## src/ibu_pkg.sv

```systemverilog
// shared constants and field layouts for the index branch and boolean unit
`default_nettype none
package ibu_pkg;
    localparam int IDX_W   = 18;
    localparam int OPR_W   = 60;
    localparam int SEL_W   = 3;
    localparam int NREG    = 8;
    localparam int WORD_W  = 30;
    localparam int OPC_W   = 6;

    // field positions within the 30-bit window; a one-parcel word sits in bits 29:15
    localparam int OPC_HI  = 29;
    localparam int OPC_LO  = 24;
    localparam int SELA_HI = 23;
    localparam int SELA_LO = 21;
    localparam int SELB_HI = 20;
    localparam int SELB_LO = 18;
    localparam int SELC_HI = 17;
    localparam int SELC_LO = 15;
    localparam int TGT_HI  = 17;
    localparam int TGT_LO  = 0;

    // reset values
    localparam logic [IDX_W-1:0] IDX_RST = 18'h00000;
    localparam logic [OPR_W-1:0] OPR_RST = 60'h000000000000000;

    // opcode values (octal 04..07 and 10..16 written in hex)
    typedef enum logic [OPC_W-1:0] {
        OP_BR_EQ  = 6'h04,
        OP_BR_NE  = 6'h05,
        OP_BR_GE  = 6'h06,
        OP_BR_LT  = 6'h07,
        OP_XMIT   = 6'h08,
        OP_AND    = 6'h09,
        OP_OR     = 6'h0A,
        OP_XOR    = 6'h0B,
        OP_CMPL   = 6'h0C,
        OP_ANDN   = 6'h0D,
        OP_ORN    = 6'h0E
    } opcode_t;

    // boolean function selector for the bit-slice unit
    typedef enum logic [2:0] {
        FN_XMIT = 3'h0,
        FN_AND  = 3'h1,
        FN_OR   = 3'h2,
        FN_XOR  = 3'h3,
        FN_CMPL = 3'h4,
        FN_ANDN = 3'h5,
        FN_ORN  = 3'h6
    } bool_fn_t;

    // decoded instruction carried from issue into the execute stage
    typedef struct packed {
        logic [OPC_W-1:0] opcode_field;
        logic [SEL_W-1:0] sel_a;
        logic [SEL_W-1:0] sel_b;
        logic [SEL_W-1:0] sel_c;
        logic [IDX_W-1:0] target;
        logic             from_stack;
    } instr_t;

    // branch outcome presented to the fetch logic
    typedef struct packed {
        logic             redirect;
        logic             cont;
        logic             flush_stack;
        logic [IDX_W-1:0] target;
    } branch_t;
endpackage : ibu_pkg
`default_nettype wire

```

## src/index_branch_and_boolean_unit.sv

```systemverilog
// execute stage for index-compare branches and operand-register boolean ops
`default_nettype none
// What this block does
// - branch word: opcode, two index selects, target
// - taken branch redirects fetch to target
// - equal on every bit; opcode 05 inverts
// - all zeros and all ones differ
// - signed compare, ge taken, 07 on less
// - positive zero ranks above negative zero
// - variant flushes stack on taken stack branch
// - opcode 10 copies j operand unchanged
// - opcode 11 writes j AND k
// - opcode 12 writes j OR k
// - opcode 13 writes j XOR k
// - opcode 14 writes complement of k
// - opcode 15 writes j AND NOT k
// - opcode 16 writes j OR NOT k
// - each result bit uses only same-position bits
// - index regs one's complement, bit 17 sign
module index_branch_and_boolean_unit (
    // clock and reset
    input  wire logic                        CORE_CLK_IN,
    input  wire logic                        SYS_RST_IN,
    // configuration
    input  wire logic                        STACK_VARIANT_IN,
    // instruction issue
    input  wire logic                        INSTR_VALID_IN,
    input  wire logic [ibu_pkg::WORD_W-1:0]  INSTR_IN,
    input  wire logic                        INSTR_FROM_STACK_IN,
    output logic                             INSTR_READY_OUT,
    // index register load
    input  wire logic                        IDX_WR_EN_IN,
    input  wire logic [ibu_pkg::SEL_W-1:0]   IDX_WR_SEL_IN,
    input  wire logic [ibu_pkg::IDX_W-1:0]   IDX_WR_DATA_IN,
    // operand register load
    input  wire logic                        OPR_WR_EN_IN,
    input  wire logic [ibu_pkg::SEL_W-1:0]   OPR_WR_SEL_IN,
    input  wire logic [ibu_pkg::OPR_W-1:0]   OPR_WR_DATA_IN,
    output logic                             OPR_WR_READY_OUT,
    // completion and branch outcome
    output logic                             DONE_OUT,
    output logic                             REDIRECT_OUT,
    output logic                             CONTINUE_OUT,
    output logic                             STACK_FLUSH_OUT,
    output logic      [ibu_pkg::IDX_W-1:0]   TARGET_OUT,
    // boolean result
    output logic                             RESULT_VALID_OUT,
    output logic      [ibu_pkg::SEL_W-1:0]   RESULT_SEL_OUT,
    output logic      [ibu_pkg::OPR_W-1:0]   RESULT_DATA_OUT
);
    localparam int IW = ibu_pkg::IDX_W;
    localparam int OW = ibu_pkg::OPR_W;
    localparam int SW = ibu_pkg::SEL_W;

    // ---------------- issue decode ----------------
    ibu_pkg::instr_t in_dec;
    assign in_dec.opcode_field = INSTR_IN[ibu_pkg::OPC_HI:ibu_pkg::OPC_LO];
    assign in_dec.sel_a        = INSTR_IN[ibu_pkg::SELA_HI:ibu_pkg::SELA_LO];
    assign in_dec.sel_b        = INSTR_IN[ibu_pkg::SELB_HI:ibu_pkg::SELB_LO];
    assign in_dec.sel_c        = INSTR_IN[ibu_pkg::SELC_HI:ibu_pkg::SELC_LO];
    assign in_dec.target       = INSTR_IN[ibu_pkg::TGT_HI:ibu_pkg::TGT_LO];
    assign in_dec.from_stack   = INSTR_FROM_STACK_IN;

    wire in_is_branch = (in_dec.opcode_field >= ibu_pkg::OP_BR_EQ) &&
                        (in_dec.opcode_field <= ibu_pkg::OP_BR_LT);

    // one instruction in flight: the next read follows the previous write-back,
    // which avoids a bypass path at the cost of one issue every two cycles
    logic exec_v_r;
    wire  take = INSTR_VALID_IN && !exec_v_r;
    assign INSTR_READY_OUT = !exec_v_r;

    // each instruction reads only the file it needs, so a branch never toggles
    // the wide operand read registers and a boolean op never the index ones
    wire idx_rd_en = take && in_is_branch;
    wire opr_rd_en = take && !in_is_branch;

    ibu_pkg::instr_t exec_r;

    // the variant strap is a pin from outside the clock domain: two flops before use;
    // a strap change therefore lands two cycles late, which is harmless for a strap
    logic variant_meta_r;
    logic variant_r;
    always_ff @(posedge CORE_CLK_IN) begin
        if (SYS_RST_IN) begin
            variant_meta_r <= 1'b0;
        end else begin
            variant_meta_r <= STACK_VARIANT_IN;
        end
    end

    always_ff @(posedge CORE_CLK_IN) begin
        if (SYS_RST_IN) begin
            variant_r <= 1'b0;
        end else begin
            variant_r <= variant_meta_r;
        end
    end

    always_ff @(posedge CORE_CLK_IN) begin
        if (SYS_RST_IN) begin
            exec_v_r <= 1'b0;
        end else begin
            exec_v_r <= take;
        end
    end

    always_ff @(posedge CORE_CLK_IN) begin
        if (SYS_RST_IN) begin
            exec_r <= '0;
        end else if (take) begin
            exec_r <= in_dec;
        end
    end

    // ---------------- register files ----------------
    // branches read index regs a,b; boolean ops read operand regs j=b, k=c
    logic [IW-1:0] first_index_reg;
    logic [IW-1:0] second_index_reg;
    logic [OW-1:0] first_operand_reg;
    logic [OW-1:0] second_operand_reg;

    ibu_regfile #(
        .WIDTH (IW),
        .DEPTH (ibu_pkg::NREG),
        .SELW  (SW),
        .RST   (ibu_pkg::IDX_RST)
    ) u_index_regs (
        .clk       (CORE_CLK_IN),
        .rst       (SYS_RST_IN),
        .wr_en     (IDX_WR_EN_IN),
        .wr_sel    (IDX_WR_SEL_IN),
        .wr_data   (IDX_WR_DATA_IN),
        .rd_en     (idx_rd_en),
        .rd_a_sel  (in_dec.sel_a),
        .rd_b_sel  (in_dec.sel_b),
        .rd_a_data (first_index_reg),
        .rd_b_data (second_index_reg)
    );

    wire           bool_wr;
    wire [OW-1:0]  bool_res;
    wire           opr_wr_en   = bool_wr || OPR_WR_EN_IN;
    wire [SW-1:0]  opr_wr_sel  = bool_wr ? exec_r.sel_a : OPR_WR_SEL_IN;
    wire [OW-1:0]  opr_wr_data = bool_wr ? bool_res : OPR_WR_DATA_IN;

    // write-back of a boolean result takes the port; an outside load waits
    assign OPR_WR_READY_OUT = !bool_wr;

    ibu_regfile #(
        .WIDTH (OW),
        .DEPTH (ibu_pkg::NREG),
        .SELW  (SW),
        .RST   (ibu_pkg::OPR_RST)
    ) u_operand_regs (
        .clk       (CORE_CLK_IN),
        .rst       (SYS_RST_IN),
        .wr_en     (opr_wr_en),
        .wr_sel    (opr_wr_sel),
        .wr_data   (opr_wr_data),
        .rd_en     (opr_rd_en),
        .rd_a_sel  (in_dec.sel_b),
        .rd_b_sel  (in_dec.sel_c),
        .rd_a_data (first_operand_reg),
        .rd_b_data (second_operand_reg)
    );

    // ---------------- branch tests ----------------
    wire [ibu_pkg::OPC_W-1:0] op = exec_r.opcode_field;
    wire is_eq  = (op == ibu_pkg::OP_BR_EQ);
    wire is_ne  = (op == ibu_pkg::OP_BR_NE);
    wire is_ge  = (op == ibu_pkg::OP_BR_GE);
    wire is_lt  = (op == ibu_pkg::OP_BR_LT);
    wire is_br  = is_eq || is_ne || is_ge || is_lt;

    // plain bit compare, so +0 and -0 stay distinct
    wire idx_same = (first_index_reg == second_index_reg);
    // the top bit is the sign; within one sign the raw one's-complement patterns
    // already sort in numeric order, so only a sign mismatch needs handling,
    // and -0 (all ones) ends up just below +0 (all zeros)
    wire idx_sign_a = first_index_reg[IW-1];
    wire idx_sign_b = second_index_reg[IW-1];
    wire idx_mag_ge = (first_index_reg >= second_index_reg);
    wire idx_ge     = (idx_sign_a != idx_sign_b) ? !idx_sign_a : idx_mag_ge;

    wire br_taken = (is_eq && idx_same)  ||
                    (is_ne && !idx_same) ||
                    (is_ge && idx_ge)    ||
                    (is_lt && !idx_ge);

    ibu_pkg::branch_t br_nxt;
    assign br_nxt.redirect    = exec_v_r && is_br && br_taken;
    assign br_nxt.cont        = exec_v_r && is_br && !br_taken;
    assign br_nxt.flush_stack = exec_v_r && is_br && br_taken &&
                                variant_r && exec_r.from_stack;
    assign br_nxt.target      = exec_r.target;

    // ---------------- boolean ops ----------------
    ibu_pkg::bool_fn_t fn;
    logic              fn_ok;
    always_comb begin
        fn    = ibu_pkg::FN_XMIT;
        fn_ok = 1'b1;
        unique case (op)
            ibu_pkg::OP_XMIT: fn = ibu_pkg::FN_XMIT;
            ibu_pkg::OP_AND:  fn = ibu_pkg::FN_AND;
            ibu_pkg::OP_OR:   fn = ibu_pkg::FN_OR;
            ibu_pkg::OP_XOR:  fn = ibu_pkg::FN_XOR;
            ibu_pkg::OP_CMPL: fn = ibu_pkg::FN_CMPL;
            ibu_pkg::OP_ANDN: fn = ibu_pkg::FN_ANDN;
            ibu_pkg::OP_ORN:  fn = ibu_pkg::FN_ORN;
            default:          fn_ok = 1'b0;
        endcase
    end

    ibu_bool_unit #(
        .WIDTH (OW)
    ) u_bool (
        .src_j  (first_operand_reg),
        .src_k  (second_operand_reg),
        .fn     (fn),
        .result (bool_res)
    );

    // branches never reach the operand write port
    assign bool_wr = exec_v_r && fn_ok;

    // ---------------- registered outputs ----------------
    ibu_pkg::branch_t br_r;
    always_ff @(posedge CORE_CLK_IN) begin
        if (SYS_RST_IN) begin
            br_r <= '0;
        end else begin
            br_r <= br_nxt;
        end
    end

    // every issued word, illegal opcodes too, reports completion so fetch never stalls
    always_ff @(posedge CORE_CLK_IN) begin
        if (SYS_RST_IN) begin
            DONE_OUT <= 1'b0;
        end else begin
            DONE_OUT <= exec_v_r;
        end
    end

    always_ff @(posedge CORE_CLK_IN) begin
        if (SYS_RST_IN) begin
            RESULT_VALID_OUT <= 1'b0;
        end else begin
            RESULT_VALID_OUT <= bool_wr;
        end
    end

    // result fields hold the last write-back until the next one
    always_ff @(posedge CORE_CLK_IN) begin
        if (SYS_RST_IN) begin
            RESULT_SEL_OUT  <= '0;
            RESULT_DATA_OUT <= ibu_pkg::OPR_RST;
        end else if (bool_wr) begin
            RESULT_SEL_OUT  <= exec_r.sel_a;
            RESULT_DATA_OUT <= bool_res;
        end
    end

    assign REDIRECT_OUT    = br_r.redirect;
    assign CONTINUE_OUT    = br_r.cont;
    assign STACK_FLUSH_OUT = br_r.flush_stack;
    assign TARGET_OUT      = br_r.target;
endmodule : index_branch_and_boolean_unit
`default_nettype wire

```

## src/ibu_regfile.sv

```systemverilog
// small register file with two registered read ports and one write port
`default_nettype none
module ibu_regfile #(
    parameter int                 WIDTH = 18,
    parameter int                 DEPTH = 8,
    parameter int                 SELW  = 3,
    parameter logic [WIDTH-1:0]   RST   = '0
) (
    // clock and reset
    input  wire logic             clk,
    input  wire logic             rst,
    // write port
    input  wire logic             wr_en,
    input  wire logic [SELW-1:0]  wr_sel,
    input  wire logic [WIDTH-1:0] wr_data,
    // read ports
    input  wire logic             rd_en,
    input  wire logic [SELW-1:0]  rd_a_sel,
    input  wire logic [SELW-1:0]  rd_b_sel,
    output logic      [WIDTH-1:0] rd_a_data,
    output logic      [WIDTH-1:0] rd_b_data
);
    logic [WIDTH-1:0] mem_r [DEPTH];

    genvar g;
    generate
        for (g = 0; g < DEPTH; g++) begin : g_entry
            wire hit = wr_en && (wr_sel == SELW'(g));
            always_ff @(posedge clk) begin
                if (rst) begin
                    mem_r[g] <= RST;
                end else if (hit) begin
                    mem_r[g] <= wr_data;
                end
            end
        end
    endgenerate

    always_ff @(posedge clk) begin
        if (rst) begin
            rd_a_data <= RST;
            rd_b_data <= RST;
        end else if (rd_en) begin
            rd_a_data <= mem_r[rd_a_sel];
            rd_b_data <= mem_r[rd_b_sel];
        end
    end
endmodule : ibu_regfile
`default_nettype wire

```

## src/ibu_bool_unit.sv

```systemverilog
// bit-slice boolean unit: every result bit sees only its own two source bits
`default_nettype none
module ibu_bool_unit #(
    parameter int WIDTH = 60
) (
    input  wire logic [WIDTH-1:0] src_j,
    input  wire logic [WIDTH-1:0] src_k,
    input  wire ibu_pkg::bool_fn_t fn,
    output logic      [WIDTH-1:0] result
);
    genvar b;
    generate
        // one slice per bit, no carry between slices
        for (b = 0; b < WIDTH; b++) begin : g_bit
            wire j = src_j[b];
            wire k = src_k[b];
            assign result[b] = (fn == ibu_pkg::FN_XMIT) ? j :
                               (fn == ibu_pkg::FN_AND)  ? (j & k) :
                               (fn == ibu_pkg::FN_OR)   ? (j | k) :
                               (fn == ibu_pkg::FN_XOR)  ? (j ^ k) :
                               (fn == ibu_pkg::FN_CMPL) ? ~k :
                               (fn == ibu_pkg::FN_ANDN) ? (j & ~k) :
                               (j | ~k);
        end
    endgenerate
endmodule : ibu_bool_unit
`default_nettype wire

```

## config.mk

```make
export PLATFORM = sky130hd
export DESIGN_NAME = index_branch_and_boolean_unit
export DESIGN_NICKNAME = d
export VERILOG_FILES = /design/src/ibu_pkg.sv /design/src/index_branch_and_boolean_unit.sv /design/src/ibu_regfile.sv /design/src/ibu_bool_unit.sv
export SDC_FILE = /design/constraint.sdc
export NUM_CORES = 2
export LEC_CHECK = 0
export BUFFER_PORTS_ARGS = -buffer_cell sky130_fd_sc_hd__clkbuf_2
export CORE_UTILIZATION = 45
export DETAILED_ROUTE_END_ITERATION = 8
export GPL_TIMING_DRIVEN = 0
export SYNTH_ARGS = -nofsm -noshare
export SYNTH_HDL_FRONTEND = slang
export SYNTH_SLANG_ARGS = --single-unit
```

## constraint.sdc

```tcl
create_clock -name CORE_CLK_IN -period 4.5 [get_ports CORE_CLK_IN]
set_input_delay 0.45 -clock CORE_CLK_IN [delete_from_list [all_inputs] [get_ports CORE_CLK_IN]]
set_output_delay 0.45 -clock CORE_CLK_IN [all_outputs]
set_load 0.005 [all_outputs]
```

Yosys cells after proc, flatten, opt, wreduce, memory -nomap -nowiden
Memory sizes are Yosys's and may differ from the RTL's. A register that Yosys moved wholly into a read port is not among the register bits.
Cells that the tools add are included.
Storage, ports and cells
  register bits: 117
  bits in writable memories: 624
  output and inout port bits: 88
  logic and storage cells: 907
  memories: 2
Cells by class
  order comparisons: 3
  eq/ne operators: 32
  muxes and demuxes: 431
  bitwise logic cells: 376
  reduce and logical (&&, ||, !) cells: 48
Memory list
  u_operand_regs.mem_r: depth 8, bits a word 60, rd ports 2, clocked after memory_dff 2, write ports 8, line ibu_regfile.sv:23  | logic [WIDTH-1:0] mem_r [DEPTH];
  u_index_regs.mem_r: depth 8, bits a word 18, rd ports 2, clocked after memory_dff 2, write ports 8, line ibu_regfile.sv:23
Operator list (count)
  $mux 60: 9
  $mux 1: 412
  $mux 18: 8
  $or 1x1->1: 136
  $and 1x1->1: 120
  $not 1->1: 60
  $xor 1x1->1: 60
  $eq 6x4->1 const B: 7
  $eq 3x3->1 const B: 10
  $logic_and 1x1->1: 30
  $eq 6x3->1 const B: 4
  $eq 18x18->1: 1
  $eq 3x2->1 const B: 6
  $ge 18x18->1: 1
  $pmux 3 s6: 1
  $eq 3x1->1 const B: 3
  $logic_not 3->1: 3
  $logic_not 1->1: 7
  $logic_or 1x1->1: 7
  $reduce_or 7->1: 1
  $ge 6x3->1 const B: 1
  $le 6x3->1 const B: 1
  $mux 3: 1
  $ne 1x1->1: 1

Logic depth before layout (Yosys ltp)
  depth in word-level cells: 11
  gate-level depth with buffers: 11

Modules after synthesis
Synthesis repeated with hierarchy kept, for this count alone.
Unflattened totals
  cells, all modules: 4537
  area total of the unflattened synthesis: 50483.4 um^2
Modules (own cells, without submodules)
  ibu_regfile at u_operand_regs: times used 1, cells each 2268, area an instance 29617.2 um^2, seq. area each 16816.1 um^2
  ibu_regfile at u_index_regs: times used 1, cells each 694, area an instance 9181.3 um^2, seq. area each 5044.8 um^2
  ibu_bool_unit: times used 1, cells each 945, area an instance 6840.3 um^2, seq. area each 0.0 um^2
  index_branch_and_boolean_unit: times used 1, cells each 630, area an instance 4844.6 um^2, seq. area each 2342.2 um^2

Worst setup path before layout
OpenSTA, ideal clock, no wires.
  kind: reg-to-reg
  start: register exec_r, in the netlist op[4]
  end: memory u_operand_regs.mem_r[1][0], enable pin
  setup time: 0.490 ns
  arrival: 4.228 ns
  data required time: 4.010 ns
  setup slack: -0.218 ns
  cell stages (with the launch flop): 9
  path buffers: 2
  cells stage by stage: dfxtp_1 or3b_1 buf_4 nor3_4 inv_2 buf_6 nor3_2 a41oi_1 o21bai_1
RTL lines
  start, declared: line index_branch_and_boolean_unit.sv:78  | ibu_pkg::instr_t exec_r;
  start signal, assigned: line index_branch_and_boolean_unit.sv:112  | exec_r <= in_dec;
  end, declared: line ibu_regfile.sv:23

Worst setup path after layout
  start: register exec_r, in the netlist op[1]
  end: output port OPR_WR_READY_OUT
Between the ends
  longest elaborated chain between the ends: 5
  elaborated cells between the ends (all ways): 11
  those cells by class: eq/ne: 7; mux: 1; reduce/logical: 3
RTL lines
  $eq 6x4->1: line index_branch_and_boolean_unit.sv:204  | unique case (op)
  $reduce_or 7->1 (no source line) (*)
  $mux 1 (*): line index_branch_and_boolean_unit.sv:204
  $logic_and 1x1->1 (*): line index_branch_and_boolean_unit.sv:226  | assign bool_wr = exec_v_r && fn_ok;
  $logic_not 1->1 (*): line index_branch_and_boolean_unit.sv:148  | assign OPR_WR_READY_OUT = !bool_wr;
  end, declared: line index_branch_and_boolean_unit.sv:39  | output logic OPR_WR_READY_OUT,
Every way passes the cells marked *; elsewhere a longest branch is shown, timed or not.

==> out/metrics.csv <==
metric;value;unit
Synth Register Bits;897;
placed cells;5576;
Root Buffer;clkbuf_16;
Post-synth EDFFs;624;
initial drt markers;4158;
simple-gate share of the synthesized area;9.80;%
Max VDD drop;0.284;mV
global router's overall resource usage;32.0;%
# port buffers;199;
layout cell share with drive strength beyond 1;21.0;%
DP HPWL;123000;um
crit-path cells;buf_2 -> and3_1 -> nor3_4 -> inv_2 -> buf_2 -> buf_1 -> clkbuf_2 -> clkbuf_2;
DRT Wirelength;175000;um
syn avg cell area;12.3;sq um
Synth Instances;3945;
pwr dens;371;nW/um^2
Worst Path Arrival;4050;ps
RSZ-0062 raised after global routing;no;
Required @ worst endpoint;4050;ps
Post-DRT Antenna Nets;0;
Compound-Gate Fraction of Synth Area;10.2;%
final setup margin;-2.26;ps
syn nets;4324;
register share of total power;46.6;%
largest family of logic cells by synthesized area;multiplexers;
crit end category;primary output;
vias in the first global route;35399;
Pre-antenna DRT Iters;6;
Final Skew;38.4;ps
CTS Buf Count;100;
clock buffer depth;3;
CP Class;flop to primary output;
clock slew at reported path FFs;60;ps
Logic pwr share;13.6;%
postcts setup bufs;0;
Num Clock Sinks;897;
worst hold margin;43.7;ps
critical path launch point type;flop;
antenna violations before repair;6;
vias after detailed routing;35957;
Die ar.;109000;sq um
synthesized area;48500;sq um
critical path's slowest cell;buf_1;
commonest cells after routing, fill and taps aside;nor2_1 (718), edfxtp_1 (624), mux4_2 (312), dfxtp_1 (273), ha_1 (258);
Hold Fails Final Rpt;0;
Clock Latency Late Sink;710;ps
Seq/Total Area, Yosys;49.9;%
grt ovf;0;
Netlist cell types;55;
Initial Utilization;45.3;%
violated checks;max-capacitance violations, max-slew violations, negative setup slack;
Main synth FF type;edfxtp_1;
H-tree Lvls;3;
Warnings, synthesis;0;
Worst path max stage delay;720;ps
I/O pins;209;
largest net degree at the start of global routing;23;
Layout area overhead;14.3;%
num rows;120;
Post-Synth Adder-Cell Area;6.65;%
status;complete, but fails checks;
XOR/XNOR Fraction of Synth Area;0;%
minimum clock period;4500;ps
post-DR wirelength/cell;30.2;um
first-pass GRT wire length;248000;um
TritonCTS clock tree;yes;
Layout Nets;4676;
Max Freq;0.222;GHz
final setup fails;1;
Worst slew margin;-0.698;%
max-slew violation count;21;
drt via density;6.21;
die height;330;um
commonest non-fill, non-tap cell in the layout;nor2_1;
LEAKAGE;20.9;nW
maxcap violations;2;
Sw Share;27.0;%
Clock Power Share;39.8;%
Async SR Flop Fraction;0;%
GP Congestion;0.942;
remaining routing DRC violations;0;
internal power;15.0;mW
Tot Pwr;20.6;mW
hold crit path type;primary input to flop;
multiplexer area fraction after synthesis;18.5;%
critical path peak fanout;10;
Layout Cells excl Fill;5788;
flop2flop setup slack;260;ps
final worst path period share;100;%
core area;107000;sq um
sw power;5.56;mW
die span in x;330;um
Worst-Margin Slew;1510;ps
[sequential cells by signal (all words and copies together), names as in the netlist, 3 cells and up]
register and count:
u_index_regs.mem_r 144, br_nxt 18, RESULT_SEL_OUT 3, op 6, u_index_regs.rd_a_data 18, exec_r 4
u_operand_regs.mem_r 480, u_index_regs.rd_b_data 18, u_operand_regs.rd_b_data 60, RESULT_DATA_OUT 60, u_operand_regs.rd_a_data 60, TARGET_OUT 18
[metal layers]
layer	track usage [%]	vias up	routed length, um
met5	0	-	40
met4	16.4	6	9570
met1	42.4	18111	67800
met3	6.82	437	18500
met2	49.7	2088	79000
li1	-	15315	-
[power groups by stage]
stage | combinational (mW) | sequential, mW | clock (mW)
3_3_place_gp | 2.60 | 9.78 | 0
6_report | 2.80 | 9.60 | 8.20
5_1_grt | 2.96 | 9.65 | 8.54
2_1_floorplan | 1.70 | 9.67 | 0
4_1_cts | 2.75 | 9.59 | 8.25
3_5_place_dp | 2.73 | 9.76 | 0
[synth_stat cells, types with 2 or more instances]
library cell,number,share of area (%)
nor2_1,718,5.6
edfxtp_1,624,39
mux4_2,312,14
dfxtp_1,273,11
ha_1,258,6.7
mux2i_1,195,4.0
a211oi_1,187,2.9
clkbuf_1,182,1.4
and2_1,179,2.3
inv_1,145,1.1
a21oi_1,138,1.4
o21ai_0,129,1.3
nand2_1,121,0.94
buf_2,74,0.76
buf_6,63,1.5
a221o_1,56,1.2
o221a_2,34,0.79
o21ai_1,33,0.34
buf_1,27,0.21
o221ai_1,26,0.47
nor2b_1,24,0.31
a21boi_0,23,0.36
a21boi_2,22,0.51
o22a_1,18,0.32
o21bai_1,14,0.22
or3_1,9,0.12
nand2b_1,6,0.077
nor3_1,6,0.062
a21o_1,4,0.062
a21o_2,4,0.072
and3_1,4,0.052
nand3_1,4,0.041
nand4_1,4,0.052
nor3_2,3,0.062
nor4b_1,3,0.054
a21boi_1,2,0.031
a31oi_1,2,0.026
inv_2,2,0.015
[critical path, delay by kind of cell (launching register included)]
kind | cells | cell delay (ps)
simple gates | 2 | 620
buf+inv | 6 | 2440
flops | 1 | 300
[path summary, 6_finish.rpt]
path / startpoint / endpoint / cells after the start
setup reg to reg: op[1] / u_operand_regs.mem_r[7][20] / 9
hold / removal: INSTR_IN[26] / op[2] / 3
setup / recovery: op[1] / OPR_WR_READY_OUT / 8
hold reg to reg: variant_meta_r / variant_r / 1
[cells by family (layout without fill, tap and decap cells)]
logic type               Yosys count  count (layout)
AO/OA/AOI/OAI                    699             699
adder cells (fa/ha/maj)          258             258
buffers and inverters            494             933
flip-flops                       897             897
multiplexers                     507             507
other                              0               1
AND/OR/NAND/NOR                 1090            1090
[timing repair]
item                                    in CTS  in global routing
endpoints found under the hold margin       22                  0
hold buffers                                22                  0
endpoints found under the setup margin       1                  0
resized for setup                            1                  0
[stage by stage]
stage	worst slack (ps)	TNS (ps)	util, %	cell area (sq um)
final	-2.26	-2.26	51.8	55500
after global routing	1.18	0	51.8	55500
after CTS	89.8	0	51.8	55500
after detailed placement	376	0	48.6	52000
after global placement	-4510	-1023840	47.9	51300
after floorplan	-218	-26190	-	48500
[layout make-up]
class | count | area, sq um
fill | 9405 | 51600
clock inverter | 41 | 358
inverter | 147 | 552
clock buffer | 148 | 2900
timing repair buffer | 250 | 1810
sequential | 897 | 24200
tap | 1403 | 1760
multi-input combinational | 2554 | 22000
buffer | 347 | 1880
antenna | 1 | 2.50
(Power assumes the default switching activity.)
